==> config.mk <==
export PLATFORM = sky130hd
export DESIGN_NAME = ckb_key_builder
export DESIGN_NICKNAME = d
export VERILOG_FILES = /design/src/ckb_pkg.sv /design/src/ckb_key_builder.sv
export SDC_FILE = /design/constraint.sdc
export NUM_CORES = 1
export LEC_CHECK = 0
export BUFFER_PORTS_ARGS = -buffer_cell sky130_fd_sc_hd__buf_2
export CORE_MARGIN = 10
export CORE_UTILIZATION = 57
export CTS_CLUSTER_SIZE = 14
export DETAILED_ROUTE_END_ITERATION = 10
export GPL_TIMING_DRIVEN = 0
export PLACE_DENSITY = 0.86
export SETUP_SLACK_MARGIN = 0.02
export SYNTH_ARGS = -nofsm -noshare
export SYNTH_HDL_FRONTEND = slang
export SYNTH_SLANG_ARGS = --single-unit
export TNS_END_PERCENT = 10
==> constraint.sdc <==
create_clock -name pclk -period 8.5 [get_ports pclk]
set_clock_uncertainty 0.05 [all_clocks]
set_input_delay 1.275 -clock pclk [delete_from_list [all_inputs] [get_ports pclk]]
set_output_delay 1.275 -clock pclk [all_outputs]
set_load 0.03 [all_outputs]
==> src/ckb_pkg.sv <==
// Package with constants, encodings and carrier types of the classifier key builder.
package ckb_pkg;

  // --------------------------------------------------------------------------
  // Register map
  // --------------------------------------------------------------------------
  localparam logic [7:0] CTRL_OFS      = 8'h00;
  localparam logic [7:0] PORT_OFS      = 8'h04;
  localparam logic [7:0] CUST1_OFS     = 8'h08;
  localparam logic [7:0] CUST2_OFS     = 8'h0c;
  localparam logic [7:0] CUST3_OFS     = 8'h10;
  localparam logic [7:0] STATUS_OFS    = 8'h14;
  localparam int         ADDR_LSB      = 2;

  // Field positions in the control register.
  localparam int CTRL_DEFSEL_POS   = 0;  // Two bits: default link index select.
  localparam int CTRL_USECL_POS    = 2;  // Two bits: classified outer tag, per lookup.
  localparam int CTRL_FMT0_POS     = 4;  // Two bits: key format of the first lookup.
  localparam int CTRL_FMT1_POS     = 6;  // Two bits: key format of the second lookup.
  // Field positions in the port register.
  localparam int PORT_LPORT_POS    = 0;  // Six bits: logical port number.
  localparam int PORT_MASQ_POS     = 8;  // Six bits: masqueraded port number.

  // Values after reset.
  localparam logic [31:0] CTRL_RST  = 32'h0000_0000;
  localparam logic [31:0] PORT_RST  = 32'h0000_0000;
  localparam logic [15:0] CUST_RST  = 16'h0000;
  localparam logic [15:0] CNT_RST   = 16'h0000;

  // --------------------------------------------------------------------------
  // Encodings
  // --------------------------------------------------------------------------
  localparam logic [15:0] TPID_CTAG = 16'h8100;
  localparam logic [15:0] TPID_STAG = 16'h88a8;

  localparam logic [2:0] PROTO_NONE  = 3'h0;
  localparam logic [2:0] PROTO_CTAG  = 3'h1;
  localparam logic [2:0] PROTO_STAG  = 3'h4;
  localparam logic [2:0] PROTO_CUST1 = 3'h5;
  localparam logic [2:0] PROTO_CUST2 = 3'h6;
  localparam logic [2:0] PROTO_CUST3 = 3'h7;

  // Two-slot type selector codes; code 2 is reserved and never produced.
  localparam logic [1:0] TYPE_TRI_TAG     = 2'h0;
  localparam logic [1:0] TYPE_DBL_LABEL   = 2'h1;
  localparam logic [1:0] TYPE_IDX_TRI_TAG = 2'h3;

  // Key formats selectable per lookup.
  typedef enum logic [1:0] {
    CKB_FMT_SGL_LABEL = 2'h0,
    CKB_FMT_TRI_TAG   = 2'h1,
    CKB_FMT_DBL_LABEL = 2'h2,
    CKB_FMT_IDX_TRI   = 2'h3
  } ckb_fmt_t;

  // Default link index selections.
  localparam logic [1:0] DEFSEL_ZERO  = 2'h0;
  localparam logic [1:0] DEFSEL_LPORT = 2'h1;
  localparam logic [1:0] DEFSEL_MASQ  = 2'h2;

  // Next index control codes carried by the preceding action.
  localparam logic [1:0] NXT_USE_DEFAULT = 2'h0;
  localparam logic [1:0] NXT_REPLACE     = 2'h1;
  localparam logic [1:0] NXT_ADD         = 2'h2;
  localparam logic [1:0] NXT_KEEP        = 2'h3;

  localparam int KEY_W = 64;

  // --------------------------------------------------------------------------
  // Carrier types
  // --------------------------------------------------------------------------
  typedef struct packed {
    logic        outer_tagged;
    logic [15:0] outer_tpid;
    logic [2:0]  outer_priority;
    logic        outer_drop_eligible;
    logic [11:0] outer_vlan_id;
    logic        second_tagged;
    logic [15:0] second_tpid;
  } ckb_tags_t;

  typedef struct packed {
    logic [19:0] label;
    logic [2:0]  tc;
    logic        bottom_of_stack;
    logic [7:0]  ttl;
  } ckb_lse_t;

  typedef struct packed {
    logic [2:0]  priority_cl;
    logic        drop_eligible_cl;
    logic [11:0] vlan_id_cl;
  } ckb_cl_tci_t;

  typedef struct packed {
    logic        valid;
    logic [1:0]  next_index_control;
    logic [11:0] next_index_value;
  } ckb_action_t;

  typedef struct packed {
    logic        valid;
    logic        two_slot;
    logic [KEY_W-1:0] data;
  } ckb_key_t;

endpackage

==> src/ckb_key_builder.sv <==
// Classifier key builder with its APB register file.
//
// Register access over APB and the address map are this design's own decisions.
`timescale 1ns/10ps

// What this block does
// - The one-slot label key has no type selector field.
// - Lookup-order flag is one for the first lookup, zero for the second.
// - A 12-bit link index goes into label, double-label and indexed-tag keys.
// - Link index follows the preceding action's index control and value.
// - Without an action, the index is zero, logical port or masqueraded port.
// - Label key holds top label, its bottom-of-stack bit and expiry flag.
// - Expiry flag is one when the top entry's TTL is at most one.
// - Two-slot keys start with type: 0 tri-tag, 1 double-label, 3 indexed.
// - Each two-slot format has its own distinct type code.
// - Triple-tag key carries the six-bit configured logical ingress port.
// - Outer tag code: 0 untagged, 1 C-tag, 4 S-tag, 5 to 7 custom.
// - Second tag code uses the same codes; zero means no second tag.
// - Outer priority, drop-eligible and VLAN come from frame or classified values.
// - Untagged frames get outer VLAN identifier zero in the key, unless the lookup uses classified values.
module ckb_key_builder (
  input  wire logic                 pclk,
  input  wire logic                 presetn,
  input  wire logic                 psel,
  input  wire logic                 penable,
  input  wire logic                 pwrite,
  input  wire logic [7:0]           paddr,
  input  wire logic [31:0]          pwdata,
  output logic                      pready,
  output logic [31:0]               prdata,
  output logic                      pslverr,
  input  wire logic                 req_valid,
  input  wire logic                 req_second,
  input  wire ckb_pkg::ckb_tags_t   req_tags,
  input  wire ckb_pkg::ckb_lse_t    req_lse0,
  input  wire ckb_pkg::ckb_lse_t    req_lse1,
  input  wire ckb_pkg::ckb_cl_tci_t req_cl_tci,
  input  wire ckb_pkg::ckb_action_t req_action,
  output ckb_pkg::ckb_key_t         key_out
);

  // --------------------------------------------------------------------------
  // Functions
  // --------------------------------------------------------------------------

  // Maps a tag protocol identifier to its three-bit code.
  function automatic logic [2:0] proto_code(
    input logic        present,
    input logic [15:0] tpid,
    input logic [15:0] c1,
    input logic [15:0] c2,
    input logic [15:0] c3
  );
    logic [2:0] code;
    code = ckb_pkg::PROTO_NONE;
    if (present) begin
      if (tpid == ckb_pkg::TPID_CTAG) begin
        code = ckb_pkg::PROTO_CTAG;
      end else if (tpid == ckb_pkg::TPID_STAG) begin
        code = ckb_pkg::PROTO_STAG;
      end else if (tpid == c1) begin
        code = ckb_pkg::PROTO_CUST1;
      end else if (tpid == c2) begin
        code = ckb_pkg::PROTO_CUST2;
      end else if (tpid == c3) begin
        code = ckb_pkg::PROTO_CUST3;
      end
    end
    return code;
  endfunction

  // Sets the expiry flag of a label stack entry.
  function automatic logic ttl_expired(input logic [7:0] ttl);
    return (ttl <= 8'h01);
  endfunction

  // --------------------------------------------------------------------------
  // Register file
  // --------------------------------------------------------------------------
  logic [31:0] ctrl_q;
  logic [31:0] port_q;
  logic [15:0] cust_q [3];
  logic [15:0] key_cnt_q;
  logic [31:0] prdata_q;
  logic        pslverr_q;
  logic        setup;
  logic        wr_en;
  logic [7:0]  word_addr;
  logic        mapped;

  assign setup     = psel & ~penable;
  assign wr_en     = psel & penable & pwrite;
  assign word_addr = {paddr[7:ckb_pkg::ADDR_LSB], 2'h0};

  // Decodes whether the addressed word exists.
  always_comb begin
    case (word_addr)
      ckb_pkg::CTRL_OFS, ckb_pkg::PORT_OFS, ckb_pkg::CUST1_OFS,
      ckb_pkg::CUST2_OFS, ckb_pkg::CUST3_OFS, ckb_pkg::STATUS_OFS: mapped = 1'b1;
      default: mapped = 1'b0;
    endcase
  end

  // Holds the control and port configuration words.
  always_ff @(posedge pclk or negedge presetn) begin
    if (!presetn) begin
      ctrl_q <= ckb_pkg::CTRL_RST;
      port_q <= ckb_pkg::PORT_RST;
    end else if (wr_en) begin
      if (word_addr == ckb_pkg::CTRL_OFS) begin
        ctrl_q <= {24'h000000, pwdata[7:0]};
      end
      if (word_addr == ckb_pkg::PORT_OFS) begin
        port_q <= {18'h00000, pwdata[13:8], 2'h0, pwdata[5:0]};
      end
    end
  end

  // Holds the three custom tag protocol identifiers.
  generate
    for (genvar i = 0; i < 3; i++) begin : g_cust
      always_ff @(posedge pclk or negedge presetn) begin
        if (!presetn) begin
          cust_q[i] <= ckb_pkg::CUST_RST;
        end else if (wr_en &&
                     word_addr == ckb_pkg::CUST1_OFS + 8'(4 * i)) begin
          cust_q[i] <= pwdata[15:0];
        end
      end
    end
  endgenerate

  // Captures read data and error in the setup phase, so the access phase answers at once.
  always_ff @(posedge pclk or negedge presetn) begin
    if (!presetn) begin
      prdata_q  <= 32'h0000_0000;
      pslverr_q <= 1'b0;
    end else if (setup) begin
      pslverr_q <= ~mapped;
      case (word_addr)
        ckb_pkg::CTRL_OFS:   prdata_q <= ctrl_q;
        ckb_pkg::PORT_OFS:   prdata_q <= port_q;
        ckb_pkg::CUST1_OFS:  prdata_q <= {16'h0000, cust_q[0]};
        ckb_pkg::CUST2_OFS:  prdata_q <= {16'h0000, cust_q[1]};
        ckb_pkg::CUST3_OFS:  prdata_q <= {16'h0000, cust_q[2]};
        ckb_pkg::STATUS_OFS: prdata_q <= {16'h0000, key_cnt_q};
        default:             prdata_q <= 32'h0000_0000;
      endcase
    end
  end

  assign pready  = psel & penable;
  assign prdata  = prdata_q;
  assign pslverr = pslverr_q & psel & penable;

  // --------------------------------------------------------------------------
  // Configuration fields
  // --------------------------------------------------------------------------
  logic [1:0]  defsel;
  logic [1:0]  use_classified_outer_tag;
  logic [5:0]  port_logical_number;
  logic [5:0]  masq_port_number;
  ckb_pkg::ckb_fmt_t fmt;
  logic        first;

  assign defsel                   = ctrl_q[ckb_pkg::CTRL_DEFSEL_POS +: 2];
  assign use_classified_outer_tag = ctrl_q[ckb_pkg::CTRL_USECL_POS +: 2];
  assign port_logical_number      = port_q[ckb_pkg::PORT_LPORT_POS +: 6];
  assign masq_port_number         = port_q[ckb_pkg::PORT_MASQ_POS +: 6];
  assign first                    = ~req_second;

  // Picks the key format configured for this lookup.
  always_comb begin
    if (req_second) begin
      fmt = ckb_pkg::ckb_fmt_t'(ctrl_q[ckb_pkg::CTRL_FMT1_POS +: 2]);
    end else begin
      fmt = ckb_pkg::ckb_fmt_t'(ctrl_q[ckb_pkg::CTRL_FMT0_POS +: 2]);
    end
  end

  // --------------------------------------------------------------------------
  // Generic link index
  // --------------------------------------------------------------------------
  logic [11:0] default_idx;
  logic [11:0] link_idx;
  logic [11:0] last_idx_q;

  // Chooses the default index when no preceding action supplies one.
  always_comb begin
    case (defsel)
      ckb_pkg::DEFSEL_LPORT: default_idx = {6'h00, port_logical_number};
      ckb_pkg::DEFSEL_MASQ:  default_idx = {6'h00, masq_port_number};
      default:               default_idx = 12'h000;
    endcase
  end

  // Derives the index from the preceding action's control and value.
  always_comb begin
    link_idx = default_idx;
    if (req_action.valid) begin
      case (req_action.next_index_control)
        ckb_pkg::NXT_REPLACE: link_idx = req_action.next_index_value;
        ckb_pkg::NXT_ADD:     link_idx = 12'(default_idx + req_action.next_index_value);
        ckb_pkg::NXT_KEEP:    link_idx = last_idx_q;
        default:              link_idx = default_idx;
      endcase
    end
  end

  // Remembers the index used by the latest key, for the keep control.
  always_ff @(posedge pclk or negedge presetn) begin
    if (!presetn) begin
      last_idx_q <= 12'h000;
    end else if (req_valid) begin
      last_idx_q <= link_idx;
    end
  end

  // --------------------------------------------------------------------------
  // Tag fields
  // --------------------------------------------------------------------------
  logic        use_cl;
  logic [2:0]  outer_tag_proto_code;
  logic [2:0]  second_tag_proto_code;
  logic [2:0]  outer_priority;
  logic        outer_drop_eligible;
  logic [11:0] outer_vlan_id;
  logic [5:0]  ingress_logical_port;

  assign use_cl = use_classified_outer_tag[req_second];
  assign ingress_logical_port = port_logical_number;
  assign outer_tag_proto_code = proto_code(req_tags.outer_tagged, req_tags.outer_tpid,
                                           cust_q[0], cust_q[1], cust_q[2]);
  assign second_tag_proto_code = proto_code(req_tags.outer_tagged & req_tags.second_tagged,
                                            req_tags.second_tpid,
                                            cust_q[0], cust_q[1], cust_q[2]);

  // Selects frame or classified outer tag values for this lookup.
  always_comb begin
    if (use_cl) begin
      outer_priority      = req_cl_tci.priority_cl;
      outer_drop_eligible = req_cl_tci.drop_eligible_cl;
      outer_vlan_id       = req_cl_tci.vlan_id_cl;
    end else begin
      outer_priority      = req_tags.outer_priority;
      outer_drop_eligible = req_tags.outer_drop_eligible;
      outer_vlan_id       = req_tags.outer_vlan_id;
    end
    if (!req_tags.outer_tagged && !use_cl) begin
      outer_vlan_id = 12'h000;
    end
  end

  // --------------------------------------------------------------------------
  // Key assembly
  // --------------------------------------------------------------------------
  logic [34:0] single_label_key;
  logic [27:0] triple_tag_body;
  logic [60:0] double_label_body;
  logic [29:0] indexed_triple_tag_body;
  logic [1:0]  two_slot_type_sel;
  logic [60:0] two_slot_body;
  logic [ckb_pkg::KEY_W-1:0] key_d;

  // Lays out the one-slot label key, which carries no type selector.
  assign single_label_key = {first, link_idx,
                             req_lse0.label, req_lse0.bottom_of_stack,
                             ttl_expired(req_lse0.ttl)};

  assign triple_tag_body = {ingress_logical_port, outer_tag_proto_code, outer_priority,
                            outer_drop_eligible, outer_vlan_id, second_tag_proto_code};

  assign double_label_body = {link_idx,
                              req_lse0.label, req_lse0.bottom_of_stack,
                              ttl_expired(req_lse0.ttl),
                              req_lse1.label, req_lse1.tc, req_lse1.bottom_of_stack,
                              ttl_expired(req_lse1.ttl), 2'h0};  // Left-aligned body.

  assign indexed_triple_tag_body = {link_idx, outer_tag_proto_code, outer_vlan_id,
                                    second_tag_proto_code};

  // Chooses the distinct type selector and body of the two-slot formats.
  always_comb begin
    case (fmt)
      ckb_pkg::CKB_FMT_TRI_TAG: begin
        two_slot_type_sel = ckb_pkg::TYPE_TRI_TAG;
        two_slot_body     = {triple_tag_body, 33'h0_0000_0000};
      end
      ckb_pkg::CKB_FMT_DBL_LABEL: begin
        two_slot_type_sel = ckb_pkg::TYPE_DBL_LABEL;
        two_slot_body     = double_label_body;
      end
      ckb_pkg::CKB_FMT_IDX_TRI: begin
        two_slot_type_sel = ckb_pkg::TYPE_IDX_TRI_TAG;
        two_slot_body     = {indexed_triple_tag_body, 31'h0000_0000};
      end
      default: begin
        two_slot_type_sel = ckb_pkg::TYPE_TRI_TAG;
        two_slot_body     = 61'h0;
      end
    endcase
  end

  // Left-aligns the selected key in the output word.
  always_comb begin
    if (fmt == ckb_pkg::CKB_FMT_SGL_LABEL) begin
      key_d = {single_label_key, 29'h0000_0000};
    end else begin
      key_d = {two_slot_type_sel, first, two_slot_body};
    end
  end

  // --------------------------------------------------------------------------
  // Output stage
  // --------------------------------------------------------------------------
  ckb_pkg::ckb_key_t key_q;

  // Registers one key per request and pulses valid for one cycle.
  always_ff @(posedge pclk or negedge presetn) begin
    if (!presetn) begin
      key_q <= '0;
    end else begin
      key_q.valid <= req_valid;
      if (req_valid) begin
        key_q.two_slot <= (fmt != ckb_pkg::CKB_FMT_SGL_LABEL);
        key_q.data     <= key_d;
      end
    end
  end

  // Counts the keys issued, visible in the status register.
  always_ff @(posedge pclk or negedge presetn) begin
    if (!presetn) begin
      key_cnt_q <= ckb_pkg::CNT_RST;
    end else if (req_valid) begin
      key_cnt_q <= key_cnt_q + 16'h0001;
    end
  end

  assign key_out = key_q;

endmodule // ckb_key_builder

==> qor.txt <==
DIE
------------------------------------------------------------------------------------------------------
Total I/O pin count .....................................................................          292
Horizontal extent of the die ............................................................       156 um
Die Outline Area ........................................................................  24200 sq um
Effective utilization at floorplan ......................................................        58.2%
Row Count ...............................................................................           49
Area of the placeable core ..............................................................  18000 sq um
DIE HEIGHT ..............................................................................       156 um

POWER
------------------------------------------------------------------------------------------------------
Fraction of power consumed by the clock network .........................................        35.7%
Sequential power share ..................................................................        44.9%
Power density normalized to cell area ...................................................  169 nW/um^2
Relative contribution of combinational cells to total power .............................        19.4%
Maximum vdd ir drop .....................................................................       164 uV
Pint ....................................................................................      1.45 mW
Switching share of power ................................................................        32.3%
Static leakage ..........................................................................      6.00 nW
Psw .....................................................................................     0.694 mW

ROUTING
------------------------------------------------------------------------------------------------------
Routed wire length per instance .........................................................      22.7 um
Count of vias placed by the detailed router .............................................         9895
Detailed Routing Iterations Pass 1 ......................................................            8
Drt drc .................................................................................            0
Detailed-route vias per instance ........................................................         6.10
Sum of routed wire length over all layers ...............................................      36.8 mm
Remaining antenna violation count .......................................................            0
Initial DRC count .......................................................................         1242

CRITICAL PATH
------------------------------------------------------------------------------------------------------
Endpoint type of the worst setup path ...................................................         flop
Required time worst endpoint ............................................................      8.77 ns
Largest stage delay, worst path .........................................................      0.45 ns
Worst-path cell chain ................................................................... inv_1 > ha_1 > nor2_1 > ha_1 > inv_1 > fa_1 > nor2b_1 > o31a_1 > a211oi_1 > a211oi_1 > a21oi_1 > a2bb2oi_1 > a21oi_1
CP Class ................................................................................ flop to flop
Worst reg2reg setup slack ...............................................................      5.08 ns
Arrival time at the worst endpoint ......................................................      3.68 ns
Slowest stage cell on the critical path .................................................      dfrtp_1
Worst Path Max Fanout ...................................................................            7
Startpoint class of the critical path ...................................................         flop

YOSYS
------------------------------------------------------------------------------------------------------
Main flop type after synthesis ..........................................................      dfrtp_1
Area of the mapped netlist ..............................................................  10500 sq um
Post-Syn Instances ......................................................................         1095
Flops & latches, synth ..................................................................          177
Unique cell type count in the Yosys netlist .............................................           68
Post-Synthesis Mean Instance Area .......................................................   9.58 sq um
Yosys Warn Count ........................................................................            0
FFs w/ async S/R, synth .................................................................         100%
Sequential element share of the synthesized area ........................................        42.2%
Number of enable flip-flop cells after synthesis ........................................            0

GRT
------------------------------------------------------------------------------------------------------
Total gr overflow .......................................................................            0
Global-route wire length before repair ..................................................      55.5 mm
Vias in the first global route ..........................................................         9614
Largest net degree at the start of global routing .......................................          122
Antenna violations before repair ........................................................            4
Total global routing track utilization ..................................................        29.1%

TIMING
------------------------------------------------------------------------------------------------------
Final Hold Viols ........................................................................            0
Min Tclk post-route .....................................................................      3.42 ns
RSZ-0062 raised after global routing ....................................................        false
FMAX ....................................................................................      293 MHz
Max transition margin ...................................................................        37.2%
Period utilization ......................................................................        40.2%
Setup-failing EPs final .................................................................            0
Setup tns final .........................................................................         0 ns
Least-Margin Pin Slew ...................................................................     0.937 ns
Max Slew Vio Count ......................................................................            0

CTS
------------------------------------------------------------------------------------------------------
H-tree depth reported by CTS ............................................................            4
Clock latency at the later pin of the worst-skew pair ...................................      0.44 ns
Clock transition at the register clock pins on the worst setup and hold paths after CTS .      0.08 ns
TritonCTS sink count ....................................................................          177
Post-CTS Setup Inserts ..................................................................            0
TritonCTS buffer count ..................................................................           17
Deepest clock path buffer count .........................................................            2
Post-CTS Resized ........................................................................            0
CTS tree ................................................................................        built
Library cell used as clock root buffer ..................................................    clkbuf_16
Number of hold buffers added after CTS ..................................................            0

LAYOUT
------------------------------------------------------------------------------------------------------
Area added between synthesis and finish .................................................        20.9%
Most used cells in the layout excluding fill and tap cells .............................. buf_2 (258), dfrtp_1 (177), nand2_1 (105)
Leading cell type in the layout, fill and taps excluded .................................        buf_2
Count of placed standard cells in the final layout, fillers left out ....................         1623
Fraction of layout instances using a drive strength above 1 .............................        30.1%
Number of nets in the finished design ...................................................         1578

PLACED DESIGN
------------------------------------------------------------------------------------------------------
Buffers on Ports ........................................................................          244
Placed wire-length estimate after detailed placement ....................................      28.9 mm
Routability cong. .......................................................................        0.975
Total placed cells including tap cells ..................................................         1586

OUTCOME
------------------------------------------------------------------------------------------------------
Outcome ................................................................................. finished, final reports clean

HOLD PATH
------------------------------------------------------------------------------------------------------
Hold Path Class ......................................................................... flop to flop

RUN
------------------------------------------------------------------------------------------------------
Max Cap Viol ............................................................................            0

==> layer usage <==
metal	share of wire, %	vias up	global-route usage [%]
met5	0	-	0
met4	3.7	0	11.8
met3	11	115	8.85
met2	47	651	45.8
met1	38	4712	36.6
li1	-	4417	-
==> registers in the layout (all words and copies together) (netlist names) <==
signal      count
port_q         12
last_idx_q     12
prdata         16
key_cnt_q      16
key_out        64
cust_q         48
pslverr_q       1
ctrl_q          8
==> metrics by stage <==
step	hold slack (ns)	cell area (sq um)	power [mW]	utilization [%]	setup WS, ns
floorplan	0.395	10600	1.21	-	5.27
global placement	0.407	12100	1.37	66.9	3.31
detailed placement	0.415	12100	1.38	67.1	4.75
CTS	0.432	12700	2.14	70.2	5.18
global route	0.460	12700	2.22	70.3	4.91
finish	0.429	12700	2.15	70.3	5.08
==> power groups by stage <==
stage / clock network [mW] / registers [mW] / logic, mW
final: 0.766 / 0.964 / 0.417
after global routing: 0.803 / 0.968 / 0.447
after CTS: 0.770 / 0.960 / 0.410
after detailed placement: 0 / 0.976 / 0.408
after global placement: 0 / 0.973 / 0.398
after floorplan: 0 / 1.00 / 0.211
==> final cells by class <==
class	instances	area [sq um]
buffer	74	407
clock buffer	18	429
sequential	177	4430
antenna	5	12.5
inverter	47	176
tap	229	287
multi-input combinational	814	5540
timing repair buffer	245	1260
fill	1411	5350
clock inverter	14	136
==> cell families after synthesis <==
| group | share of synthesized area [%] |
|---|---|
| compound gates | 13.6 |
| xor+xnor | 9.85 |
| fa+ha+maj | 1.26 |
| buf+inv | 5.56 |
| flops | 42.2 |
| mux | 12.3 |
| other cells | 0.0358 |
| simple gates | 15.2 |
==> critical path, delay by kind of cell (launching register included) <==
family                     cells  cell delay (ns)
DFF                            1             0.45
buffers and inverters          2             0.15
AOI/OAI and AO/OA              6             1.26
adders and majority gates      3             1.03
and+or+nand+nor                2             0.36
==> cell usage after synthesis, drive strengths merged, types with 3 or more instances <==
cell type  instances  area share [%]
dfrtp            177              42
nand2            105             3.8
nor2              94             3.5
mux2              91              10
xnor2             78             6.5
o21ai             67             3.2
a21oi             58             2.8
buf               48             2.9
inv               47             1.7
xor2              40             3.3
nand3             32             1.6
clkbuf            26            0.94
nand4             26             1.6
mux2i             23             2.2
a22oi             15             1.1
nor4              15            0.89
nor3              14            0.93
o22ai             13            0.78
a222oi            11             1.0
and3              11            0.66
a211oi            10            0.72
a31oi             10            0.60
ha                 9             1.1
nor2b              8            0.48
a21boi             5            0.36
and2               5            0.30
o21a               5            0.36
nand3b             4            0.29
a221oi             3            0.25
a22o               3            0.25
a32oi              3            0.25
o211a              3            0.29
o221ai             3            0.25
o31ai              3            0.21
or3                3            0.18
==> worst paths after layout <==
path,startpoint,to,depth (start not counted)
min in group asynchronous,presetn,cust_q[27]$_DFFE_PN0P_,1
max,ctrl_q[0]$_DFFE_PN0P_,key_out[55]$_DFFE_PN0P_,13
max reg2reg,ctrl_q[0]$_DFFE_PN0P_,key_out[55]$_DFFE_PN0P_,13
min,prdata[11]$_DFFE_PN0P_,prdata[11]$_DFFE_PN0P_,2
max in group asynchronous,presetn,key_out[25]$_DFFE_PN0P_,2
min reg2reg,prdata[11]$_DFFE_PN0P_,prdata[11]$_DFFE_PN0P_,2
No activity file was read; power rests on OpenSTA's default activity.
